==> src/include/pao_pkg.sv <==
// Purpose: shared constants for the pipelined converter output logic
// Assumes: one 100 MHz system clock drives both ends
// Notes:   master clock is a divided copy of clk made by the capture end
package pao_pkg;

   // ----------------------------------------------------------------
   // system clock
   // ----------------------------------------------------------------
   localparam int unsigned CLK_PERIOD_NS  = 10;
   localparam int unsigned CLK_HZ         = 100_000_000;

   // ----------------------------------------------------------------
   // converter core shape
   // ----------------------------------------------------------------
   localparam int unsigned NUM_STAGES     = 10;
   localparam int unsigned NUM_RES_STAGES = 9;
   localparam int unsigned DIGIT_W        = 2;
   localparam int unsigned CODE_W         = 10;
   localparam int unsigned RES_W          = 12;
   localparam int unsigned DL_W           = NUM_STAGES * DIGIT_W;

   // residue scale: full scale and stage decision levels
   localparam logic [RES_W:0]   RES_FS     = 13'h1000;
   localparam logic [RES_W:0]   RES_HALF   = 13'h0800;
   localparam logic [RES_W-1:0] THR_LOW    = 12'h600;
   localparam logic [RES_W-1:0] THR_HIGH   = 12'hA00;
   localparam logic [RES_W-1:0] THR_LAST   = 12'h800;

   // msb of the code, inverted for two's complement
   localparam int unsigned       CODE_MSB_POS = 9;
   localparam logic [CODE_W-1:0] FMT_FLIP     = 10'h200;

   // ----------------------------------------------------------------
   // timing in master clock cycles, minimum rate in samples per second
   // ----------------------------------------------------------------
   localparam int unsigned OUTPUT_LATENCY  = 7;
   localparam int unsigned INVALID_CYCLES  = 20;
   localparam int unsigned MIN_RATE_SPS    = 1_000_000;

   // master clock period in ns and its half in clk cycles
   localparam int unsigned MCLK_PERIOD_NS  = 40;
   localparam int unsigned MCLK_HALF_CYC   =
      (MCLK_PERIOD_NS / 2) / CLK_PERIOD_NS;
   localparam int unsigned MCLK_MAX_PERIOD_NS = 1_000_000_000 / MIN_RATE_SPS;
   localparam int unsigned HALF_CNT_W      = 8;
   localparam int unsigned WARM_CNT_W      = 5;

   // ----------------------------------------------------------------
   // reset values
   // ----------------------------------------------------------------
   localparam logic [CODE_W-1:0] CODE_RST = 10'h000;
   localparam logic [RES_W-1:0]  RES_RST  = 12'h000;
   localparam logic [DL_W-1:0]   DL_RST   = 20'h00000;

endpackage

==> src/include/pao_link_if.sv <==
// Purpose: pins between the converter and the word capture logic
// Assumes: both ends run on the same clk
// Notes:   all signals are plain one-way wires
`timescale 1ns/1ns
`default_nettype none
interface pao_link_if;
   import pao_pkg::*;

   logic              mclk;
   logic              data_format_select;
   logic [CODE_W-1:0] output_code;

   modport dev
   (
      input  mclk,
      input  data_format_select,
      output output_code
   );

   modport cap
   (
      output mclk,
      output data_format_select,
      input  output_code
   );
endinterface
`default_nettype wire

==> src/hw/pao_converter.sv <==
// Purpose: digital side of a 10-bit pipelined converter
// Assumes: analog_in is the held input level, on the clk domain
// Notes:   stages are modelled as integer residue arithmetic
//
// Behaviour
// two non-overlapping phases from master clock
// sample on phase fall, transfer in amplify
// nine two-bit stages plus one-bit stage
// adjacent stages clocked half period apart
// delay line aligns stage results per sample
// redundant-bit correction gives one 10-bit code
// code appears at seventh master clock
// one new word every master clock
// two cascaded registers drive output bus
// format select low binary, high complement
// first 20 words after power-up discarded
// master clock kept above 1 MSPS
// master clock 50 percent duty, low jitter
// offset trimmed at 511 to 512
// full scale trimmed at 1022 to 1023
// complement equals binary with msb inverted
// ten bit bus, bit nine msb
// master clock falling edge starts sample
// pipeline contents undefined until flushed
`timescale 1ns/1ns
`default_nettype none
module pao_converter
   import pao_pkg::*;
(
   // clock and reset
   input  wire logic             clk,
   input  wire logic             rstn,
   // link to capture logic
   pao_link_if.dev               link,
   // held analog level, full scale is 4096
   input  wire logic [RES_W-1:0] analog_in,
   // internal phases, for observation
   output logic                  sample_phase,
   output logic                  amplify_phase
);

   // ----------------------------------------------------------------
   // state
   // ----------------------------------------------------------------
   typedef struct packed {
      logic                                mclk_q;
      logic                                fmt_s1_q;
      logic                                fmt_s2_q;
      logic                                sample_ph_q;
      logic                                amplify_ph_q;
      logic [RES_W-1:0]                    hold_q;
      logic [NUM_RES_STAGES-1:0][RES_W-1:0] res_q;
      logic [NUM_STAGES-1:0][DL_W-1:0]      dl_q;
      logic [CODE_W-1:0]                   sync1_q;
      logic [CODE_W-1:0]                   out_q;
   } pao_dev_state_t;

   pao_dev_state_t s_q;
   pao_dev_state_t s_d;

   logic                                 mclk_fall;
   logic                                 mclk_rise;
   logic [NUM_RES_STAGES-1:0][RES_W-1:0] res_nx;
   logic [NUM_STAGES-1:0][DL_W-1:0]      dl_nx;
   logic [CODE_W:0]                      corr_sum;
   logic [CODE_W-1:0]                    corr_code;

   // master clock fall is the sample command
   assign mclk_fall = s_q.mclk_q & ~link.mclk;
   assign mclk_rise = ~s_q.mclk_q & link.mclk;

   // ----------------------------------------------------------------
   // stages
   // ----------------------------------------------------------------
   // nine two-bit stages then a one-bit stage
   genvar gi;
   generate
      for (gi = 0; gi < NUM_STAGES; gi++)
      begin : g_stage
         logic [RES_W-1:0]   r_in;
         logic [DL_W-1:0]    dl_in;
         logic [DIGIT_W-1:0] dig;
         logic [RES_W:0]     twice;
         logic [RES_W:0]     sub;

         if (gi == 0)
         begin : g_first
            assign r_in  = s_q.hold_q;
            assign dl_in = DL_RST;
         end
         else
         begin : g_next
            assign r_in  = s_q.res_q[gi-1];
            assign dl_in = s_q.dl_q[gi-1];
         end

         if (gi < NUM_RES_STAGES)
         begin : g_two_bit
            // decisions overlap so a stage error is absorbed later
            assign dig   = (r_in < THR_LOW)  ? 2'h0 :
                           (r_in < THR_HIGH) ? 2'h1 : 2'h2;
            assign twice = {r_in, 1'b0};
            assign sub   = (dig == 2'h0) ? 13'h0000 :
                           (dig == 2'h1) ? RES_HALF : RES_FS;
            assign res_nx[gi] = RES_W'(twice - sub);
         end
         else
         begin : g_one_bit
            assign dig   = {1'b0, (r_in >= THR_LAST)};
            assign twice = 13'h0000;
            assign sub   = 13'h0000;
         end

         // stage result joins its sample's delay line slot
         always_comb
         begin
            dl_nx[gi]                          = dl_in;
            dl_nx[gi][gi*DIGIT_W +: DIGIT_W] = dig;
         end
      end
   endgenerate

   // ----------------------------------------------------------------
   // correction
   // ----------------------------------------------------------------
   // weighted sum of overlapping digits
   always_comb
   begin
      corr_sum = {1'b0, CODE_W'(0)};
      for (int i = 0; i < NUM_RES_STAGES; i++)
      begin
         corr_sum = corr_sum + ((CODE_W+1)'(s_q.dl_q[NUM_STAGES-1][i*DIGIT_W +: DIGIT_W])
                    << (NUM_RES_STAGES - 1 - i));
      end
      corr_sum = corr_sum
                 + (CODE_W+1)'(s_q.dl_q[NUM_STAGES-1][(NUM_STAGES-1)*DIGIT_W +: DIGIT_W]);
      // select offset binary or two's complement
      // complement is binary with msb inverted
      corr_code = corr_sum[CODE_W-1:0] ^ (s_q.fmt_s2_q ? FMT_FLIP : CODE_RST);
   end

   // ----------------------------------------------------------------
   // next state
   // ----------------------------------------------------------------
   always_comb
   begin
      s_d          = s_q;
      s_d.mclk_q   = link.mclk;
      s_d.fmt_s1_q = link.data_format_select;
      s_d.fmt_s2_q = s_q.fmt_s1_q;

      // one-cycle gap at every master clock change
      s_d.sample_ph_q  = link.mclk & s_q.mclk_q;
      s_d.amplify_ph_q = ~link.mclk & ~s_q.mclk_q;

      if (mclk_fall)
      begin
         // input held at the end of the sample phase
         s_d.hold_q = analog_in;
         // first of two cascaded output registers
         s_d.sync1_q = corr_code;
         // second register lands the word on the seventh fall
         // one word per master clock
         s_d.out_q = s_q.sync1_q;
      end

      // even stages on rise, odd stages on fall
      for (int i = 0; i < NUM_STAGES; i++)
      begin
         if ((i % 2 == 0) ? mclk_rise : mclk_fall)
         begin
            s_d.dl_q[i] = dl_nx[i];
            if (i < NUM_RES_STAGES)
            begin
               s_d.res_q[i] = res_nx[i];
            end
         end
      end
   end

   // ----------------------------------------------------------------
   // registers
   // ----------------------------------------------------------------
   // reset only fixes values, words stay invalid until flushed
   always_ff @(posedge clk or negedge rstn)
   begin
      if (!rstn)
      begin
         // idle high like the master clock, so no false edge after reset
         s_q.mclk_q       <= 1'b1;
         s_q.fmt_s1_q     <= 1'b0;
         s_q.fmt_s2_q     <= 1'b0;
         s_q.sample_ph_q  <= 1'b0;
         s_q.amplify_ph_q <= 1'b0;
         s_q.hold_q       <= RES_RST;
         s_q.res_q        <= '0;
         s_q.dl_q         <= '0;
         s_q.sync1_q      <= CODE_RST;
         s_q.out_q        <= CODE_RST;
      end
      else
      begin
         s_q <= s_d;
      end
   end

   // ten bit bus, bit nine most significant
   assign link.output_code = s_q.out_q;
   assign sample_phase     = s_q.sample_ph_q;
   assign amplify_phase    = s_q.amplify_ph_q;

endmodule
`default_nettype wire

==> src/flat_wrapper.sv <==
// flat-port wrapper written by rule: the top's interface ports become plain ports
module pao_converter_flat import pao_pkg::*;
  (clk, rstn, analog_in, sample_phase, amplify_phase, link_mclk, link_data_format_select, link_output_code);
  pao_link_if link_i ();
  input  wire logic clk;
  input  wire logic rstn;
  input  wire logic [RES_W-1:0] analog_in;
  output logic sample_phase;
  output logic amplify_phase;
  input wire logic [$bits(link_i.mclk)-1:0] link_mclk;
  input wire logic [$bits(link_i.data_format_select)-1:0] link_data_format_select;
  output wire logic [$bits(link_i.output_code)-1:0] link_output_code;
  assign link_i.mclk = link_mclk;
  assign link_i.data_format_select = link_data_format_select;
  assign link_output_code = link_i.output_code;
  pao_converter u_core (.clk(clk), .rstn(rstn), .link(link_i), .analog_in(analog_in), .sample_phase(sample_phase), .amplify_phase(amplify_phase));
endmodule
==> config.mk <==
export PLATFORM = sky130hd
export DESIGN_NAME = pao_converter_flat
export DESIGN_NICKNAME = d
export VERILOG_FILES = /design/src/include/pao_pkg.sv /design/src/include/pao_link_if.sv /design/src/hw/pao_converter.sv /design/src/flat_wrapper.sv
export SDC_FILE = /design/constraint.sdc
export NUM_CORES = 1
export LEC_CHECK = 0
export BUFFER_PORTS_ARGS = -buffer_cell sky130_fd_sc_hd__buf_4
export CAP_MARGIN = 20
export CELL_PAD_IN_SITES_DETAIL_PLACEMENT = 1
export CELL_PAD_IN_SITES_GLOBAL_PLACEMENT = 1
export CORE_ASPECT_RATIO = 1.1
export CORE_MARGIN = 3
export CORE_UTILIZATION = 41
export CTS_BUF_LIST = sky130_fd_sc_hd__clkbuf_2 sky130_fd_sc_hd__clkbuf_4 sky130_fd_sc_hd__clkbuf_8
export CTS_CLUSTER_DIAMETER = 150
export DETAILED_ROUTE_END_ITERATION = 8
export PLACE_DENSITY = 0.62
export SYNTH_ARGS = -nofsm -noshare
export SYNTH_HDL_FRONTEND = slang
export SYNTH_SLANG_ARGS = --single-unit
==> constraint.sdc <==
create_clock -name clk -period 5.3 [get_ports clk]
set_clock_uncertainty 0.1 [all_clocks]
set_input_delay 0.265 -clock clk [delete_from_list [all_inputs] [get_ports clk]]
set_output_delay 0.265 -clock clk [all_outputs]
set_load 0.05 [all_outputs]
* After elaboration in Yosys (flattened, before gate mapping)
Index checks and enable logic that the tools add are counted.
** Storage, ports and cells
- Register bits after elaboration :: 254
- Logic and storage cells :: 126
** Cells by class
- $lt $le $gt $ge :: 19
- Equality and inequality tests :: 9
- Mux-type cells :: 37
- $add $sub $neg :: 18
- Reduce and logical (&&, ||, !) cells :: 9
- Bitwise gates (word level) :: 7
** Operators by type and width (number)
- $mux 12 :: 18
- $lt 12x11->1 const B :: 9
- $lt 12x12->1 const B :: 9
- $sub 12x12->12 :: 9
- $mux 2 :: 18
- $eq 2x1->1 const B :: 9
- $logic_not 2->1 :: 9
- $ge 12x12->1 const B :: 1
- $add 10x1->10 :: 1
- $add 10x2->10 :: 1
- $add 10x3->10 :: 1
- $add 10x4->10 :: 1
- $add 10x5->10 :: 1
- $add 10x6->10 :: 1
- $add 10x7->10 :: 1
- $add 10x8->10 :: 1
- $add 10x9->10 :: 1
- $mux 10 :: 1
- $xor 10x10->10 :: 1
- $and 1x1->1 :: 4
- $not 1->1 :: 2

* Longest topological paths before layout
Gate-level depths: netlist of the first run.
- Depth in word-level cells :: 10
- Mapped depth :: 7
- Mapped depth without buffers :: 7

* Worst setup path after synthesis of the first run
OpenSTA, ideal clock, no wires.
- Kind :: reg-to-reg
- Start point :: register u_core.s_q[216] (netlist name)
- End point :: register u_core.s_q[16] (netlist name)
- Arrival time :: 1.744 ns
- Required time :: 5.067 ns
- Setup slack :: 3.323 ns
- Stages on the path, launching flop included :: 8
- Period minus slack after synthesis :: 1.977 ns
- Path through :: dfrtp_1 ha_1 fa_1 a211oi_1 o21ai_0 a21oi_1 xor2_1 o21ai_0
** On the way
- Cells in the longest elaborated chain, start to end :: 3
** Ends and longest elaborated chain
- start, declared :: line pao_converter.sv:58 : pao_dev_state_t s_q;
- $add 10x2->10 :: line pao_converter.sv:132 : corr_sum = corr_sum + ((CODE_W+1)'(s_q.dl_q[NUM_STAGES-1][i*DIGIT_W +: DIGIT_W])
- $add 10x1->10 :: line pao_converter.sv:136 : + (CODE_W+1)'(s_q.dl_q[NUM_STAGES-1][(NUM_STAGES-1)*DIGIT_W +: DIGIT_W]);
- $xor 10x10->10 :: line pao_converter.sv:139 : corr_code = corr_sum[CODE_W-1:0] ^ (s_q.fmt_s2_q ? FMT_FLIP : CODE_RST);
Every way passes these cells.
A chain may end at the register's enable or synchronous reset.

* Worst setup path after layout of the first run
- Start point :: input link_mclk
- End point :: register u_core.s_q, in the netlist u_core.g_stage[8].dl_in[13]
** On the way
- Cells in the longest elaborated chain, start to end :: 2
** Ends and longest elaborated chain
- start, declared :: line flat_wrapper.sv:10 : input wire logic [$bits(link_i.mclk)-1:0] link_mclk;
- $not 1->1 :: line pao_converter.sv:69 : assign mclk_fall = s_q.mclk_q & ~link.mclk;
- $and 1x1->1 :: line pao_converter.sv:69
Every way passes these cells.

==> results.ini, run 1 <==
[setup_path]
reg2reg_to = u_core.g_stage[8].dl_in[13]
r2r-start = u_core.s_q[344]
r2r_slack_ps = 2830
crit_fanout = 82
reg2regPathDepth = 3
cp_data_required_time_ps = 5540
criticalPathCategory = in2reg
cp.arrival_ps = 2830
critPathCaptureType = flip-flop
start_kind = input pin

[logic_synthesis]
postSynthCellCount = 574
yosysTopAreaCellShare = 0.6172
synth_edf_count = 0
ys_top_cells_by_count = dfrtp_1, mux2_2, nand2_1
synth_top_cell_by_area = dfrtp_1
synth_cell_types = 36
avgSynthCellArea_um2 = 13.92
synthSimpleGateAreaFrac = 0.04292
muxShareOfSynthArea = 0.2199
yosysSeqAreaShare = 0.6205
synth_top_family_by_area = multiplexers
synth-xor-area-share = 0.007675
synth-compound-area-share = 0.05702
ys.flop_type = dfrtp_1
synth_area_leaders = dfrtp_1, mux2_2, o21ai_0, nand2_1, buf_4
syn_area_um2 = 7988
synthAdderAreaFrac = 0.02036
ys_warn_count = 0
ys_async_sr_fraction = 1.000
ys_seq_elements = 198
syn_nets = 600
post-synth-top-count-cell = dfrtp_1

[min_path]
hold_start = u_core.s_d[342]
hold_class = reg2reg
min_to = u_core.s_q[342]
worstHoldPathCells = 0

[sta]
holdWs_ps = 256.9
setup_viol = 0
period_share = 0.4886
fin_crit_ps = 2590
tightestPinTransition_ps = 986.7
finalMaxSlewViolations = 0
clock.fmax_mhz = 386.2
grt_setup_unrepaired = false
finalHoldViolations = 0
finalSetupTns_ps = 0
relSlewSlack = 0.3422

[finish]
multiInputGateArea_um2 = 2794
ff_latch_area_um2 = 4956
antennaDiodeCount = 0
drive_above_1_share = 0.3687
nets = 626
instances_no_fill = 856
fill_cells = 1883
syn2layout_area_growth_pct = 11.37
design_area_um2 = 8896

[job]
drv_cap = 0

[drt]
antenna_left = 0
first_iter_violations = 153
vias = 4294
drt-pass1-iter-count = 4
wirelength_um = 11880
drt-vias-per-instance = 5.016
drc = 0
wl_per_cell_um = 13.88

[clock_tree]
cts_made_buffers = 17
clk_pin_slew_worst_paths_ps = 100
cts_resized = 0
clk_root_buffer_cell = clkbuf_8
cts_tree = built
cts_setup_buffers = 0
cts_sinks = 198
htreeDepth = 4
insertion_delay_ps = 460
cts_buffer_depth = 2

[global_routing]
grt_pass1_wl_um = 21490
antenna_found_initial = 0
grt_max_degree = 103
grt_usage = 0.1216
grt_overflow = 0
grt_pass1_vias = 4752

[place]
numPortBuffers = 26
place_area_um2 = 8312
placed_cells = 810
gp_congestion = 0.7001
dp_hpwl_um = 7417

[pwr]
finalPower_mw = 4.671
p_int_mw = 3.278
p_per_area_nw_per_um2 = 525.1
p_switching_mw = 1.393
seqPwrFrac = 0.524
clkPwrFrac = 0.224
power_frac_comb = 0.252
switching_share = 0.2983
leakage_nw = 4.164
irDropWorstVdd_mv = 0.1838

[floorplanning]
dieHeight_um = 152.4
rows = 52
start_util = 0.4263
dieArea_um2 = 21190
coreArea_um2 = 18740
ios = 28
die_w_um = 139.1

[status]
status = finished, final reports clean

## worst max-delay path, cell delays in order
cell and delay, ps:
dlygate4sd3_1 530, buf_4 140, nand2b_4 780, buf_4 660
mux2_2 400
## logic make-up (layout without fill, tap and decap cells)
| family | count (synthesis) | count (layout) |
|---|---|---|
| muxes | 156 | 156 |
| buffers and inverters | 44 | 83 |
| DFF | 198 | 198 |
| xor gates and xnor gates | 7 | 7 |
| adders and majority gates | 13 | 13 |
| AOI/OAI and AO/OA | 77 | 77 |
| and+or+nand+nor | 79 | 79 |
## flip-flops by register name (all words and copies together) (netlist names)
name and flops:
u_core.g_stage.dl_in 90, u_core.g_stage.r_in 64, u_core.s_q 31, u_core.link.output_code 10, u_core.amplify_phase 1, u_core.s_d 1
u_core.sample_phase 1
## timing repair
action	4_1_cts	5_1_grt
endpoints found under the hold margin	115	0
hold buffers	14	0
endpoints found under the setup margin	0	0
## placed cells by master, fill, tap and decap left out, drive strengths merged, types with 4 or more instances in the layout
cell         count
clkinv           4
dlygate4sd3     14
o31ai            4
bufinv           4
buf             29
dfrtp          197
clkbuf          21
o21ai           42
nor2            19
a22o             5
inv              8
a21oi           17
nand2           45
mux2           156
nor3b            5
ha               9
xor2             5
## stage by stage
stage                 util  worst slack [ps]
CTS                 0.4748              2690
global route        0.4748              2563
detailed placement  0.4436              2728
finish              0.4748              2710
floorplan                -              3323
global placement    0.4436              2758
## worst max path at each step
stage	end	startpoint	slack [ps]
detailed placement	u_core.g_stage[8].dl_in[12]	link_mclk	2730
CTS	u_core.g_stage[8].dl_in[13]	link_mclk	2690
global placement	u_core.g_stage[8].dl_in[13]	link_mclk	2760
finish	u_core.g_stage[8].dl_in[13]	link_mclk	2710
global route	u_core.g_stage[4].r_in[7]	link_mclk	2560
floorplan	u_core.s_q[16]	u_core.s_q[216]	3320
## layout make-up
class,count,share of cell area
clock inverters,12,0.01969
clock buffers,20,0.03024
inverters,7,0.002954
well taps,243,0.03418
multi-input cells,332,0.3141
repair buffers,44,0.04177
flip-flops and latches,198,0.5571
## per-layer routing
layer  vias to the layer above  wire length (µm)  track usage
met5                         -                 0            0
met4                         0               168      0.04334
met3                        15               371      0.03766
met2                        41              6028       0.2069
met1                      2185              5310       0.1465
li1                       2053                 -            -
## power groups by stage
stage          combinational [mW]  clock [mW]  sequential, mW
6_report                     1.18        1.05            2.45
5_1_grt                      1.32        1.17            2.55
4_1_cts                      1.21        1.10            2.46
3_3_place_gp                 1.13           0            2.45
3_5_place_dp                 1.19           0            2.50
2_1_floorplan                1.01           0            2.37
Power figures use the tool's default switching activity.
==> run 2, diff against run 1 <==
clock period = 2.7 ns   (was 5.3 ns; I/O delays follow)
==> run 2 against run 1 <==
  * Power up 95%
  * Final area up 0.63%
  * Utilization up 0.30 points
  * Register-to-register slack worse by 2300 ps
  * First-iteration DRC count down 44%
  * Clock-buffer cell count up 2
  * Global-route usage up 0.30 points
  * Non-clock buffer count up 3
  * Flip-flop and latch count unchanged
  * Hold slack worse by 110 ps
  * Largest power group unchanged
==> results.ini, run 2 (synthesis results as in run 1) <==
[setup_path]
r2r_slack_ps = 520
worstPathCellList = ha_1 -> fa_1 -> a211oi_1 -> o21ai_0 -> a21oi_1 -> xor2_1 -> o21ai_0
crit_buf_inv = 0
critPathCaptureType = flip-flop
cp_common_cell = o21ai_0
cp.arrival_ps = 2410
path_delay_family = compound AO/OA/AOI/OAI gates
criticalPathCategory = reg2reg
start_kind = flip-flop
cp_data_required_time_ps = 2930
crit_slowest_cell = fa_1
crit_fanout = 3
max_stage_delay_ps = 440

[global_routing]
grt_max_degree = 78
grt_pass1_vias = 4658
antenna_found_initial = 0
grt_overflow = 0
grt_pass1_wl_um = 22070
grt_usage = 0.1246

[finish]
instances_no_fill = 858
fill_cells = 1891
nets = 629
drive_above_1_share = 0.3707
design_area_um2 = 8952
antennaDiodeCount = 0
final_common_cell = dfrtp_1
syn2layout_area_growth_pct = 12.08
final_cell_mix = dfrtp_1, mux2_2, nand2_1
largest_register_ffs = 90

[pwr]
power_frac_comb = 0.256
p_int_mw = 6.382
p_switching_mw = 2.724
clkPwrFrac = 0.214
p_per_area_nw_per_um2 = 1017
leakage_nw = 4.196
irDropWorstVdd_mv = 0.4345
seqPwrFrac = 0.529
switching_share = 0.2991

[sta]
setup_viol = 0
fin_crit_ps = 2177
relSlewSlack = 0.5765
tightestPinTransition_ps = 635.3
clock.fmax_mhz = 459.5
finalHoldViolations = 0
finalSetupTns_ps = 0
grt_setup_unrepaired = false
period_share = 0.8061
finalMaxSlewViolations = 0

[place]
dp_hpwl_um = 7945
placed_cells = 813
gp_congestion = 0.7036
numPortBuffers = 26
place_area_um2 = 8397

[clock_tree]
cts_tree = built
cts_setup_buffers = 0
cts_buffer_depth = 2
cts_sinks = 198
cts_resized = 0
clk_root_buffer_cell = clkbuf_8
cts_made_buffers = 17
insertion_delay_ps = 450
clk_pin_slew_worst_paths_ps = 90
holdBufCountCts = 14
htreeDepth = 4

[drt]
first_iter_violations = 86
antenna_left = 0
wl_per_cell_um = 14.23
drt-vias-per-instance = 5.064
vias = 4345
wirelength_um = 12210
drt-pass1-iter-count = 3
drc = 0

[floorplanning]
ios = 28
die_w_um = 139.1
start_util = 0.4263
rows = 52
dieHeight_um = 152.4
coreArea_um2 = 18740
dieArea_um2 = 21190

[job]
drv_cap = 0

[status]
status = finished, final reports clean

[min_path]
hold_class = in2async

==> run 2: changes by cell type in the layout (fill, tap and decap cells not counted), sizes merged <==
cell,previous run,this run
inv,8,7
bufinv,4,3
clkbuf,21,23
buf,29,32
clkinvlp,3,2
==> run 2: cell type report <==
class / instances / area, µm² / share of cell area
Timing Repair Buffer: 47 / 456.7 / 0.05101
Multi-Input combinational cell: 332 / 2794 / 0.3121
Clock buffer: 22 / 290.3 / 0.03242
Clock inverter: 9 / 125.1 / 0.01398
Tap cell: 243 / 304.0 / 0.03396
Sequential cell: 198 / 4956 / 0.5536
Inverter: 7 / 26.28 / 0.002935
==> run 2: worst paths after layout <==
kind / start / end / cells past startpoint
worst max register to register: u_core.s_q[216] / u_core.s_q[16] / 7
worst min-delay path: rstn / u_core.link.output_code[1] / 2
worst min register to register: u_core.s_d[342] / u_core.s_q[342] / 0
worst max-delay path: u_core.s_q[216] / u_core.s_q[16] / 7
max in group asynchronous: rstn / u_core.s_q[344] / 3
min in group clk: link_data_format_select / u_core.s_d[342] / 2
==> run 2: per-layer routing <==
layer	share of wire	global-route usage	up-vias
met1	0.46	0.1553	2238
li1	-	-	2050
met5	0	0	-
met4	0.017	0.04613	0
met2	0.50	0.2115	41
met3	0.024	0.03013	16
==> run 2: stage by stage <==
stage          hold slack, ps  setup slack, ps  total power [mW]    util
2_1_floorplan          -260.6            722.7             6.651       -
3_3_place_gp            102.0            487.6             7.059  0.4481
3_5_place_dp            106.7            497.7             7.273  0.4481
4_1_cts                 158.4            487.1             9.278  0.4778
5_1_grt                 188.9            375.5             9.806  0.4778
6_report                147.9            523.5             9.106  0.4778
==> run 2: power by group through the flow <==
stage	Combinational [mW]	Sequential (mW)	Clock, mW
after floorplan	1.99	4.66	0
final	2.33	4.82	1.95
after global routing	2.62	5.01	2.17
after detailed placement	2.36	4.91	0
after CTS	2.39	4.85	2.04
after global placement	2.24	4.82	0
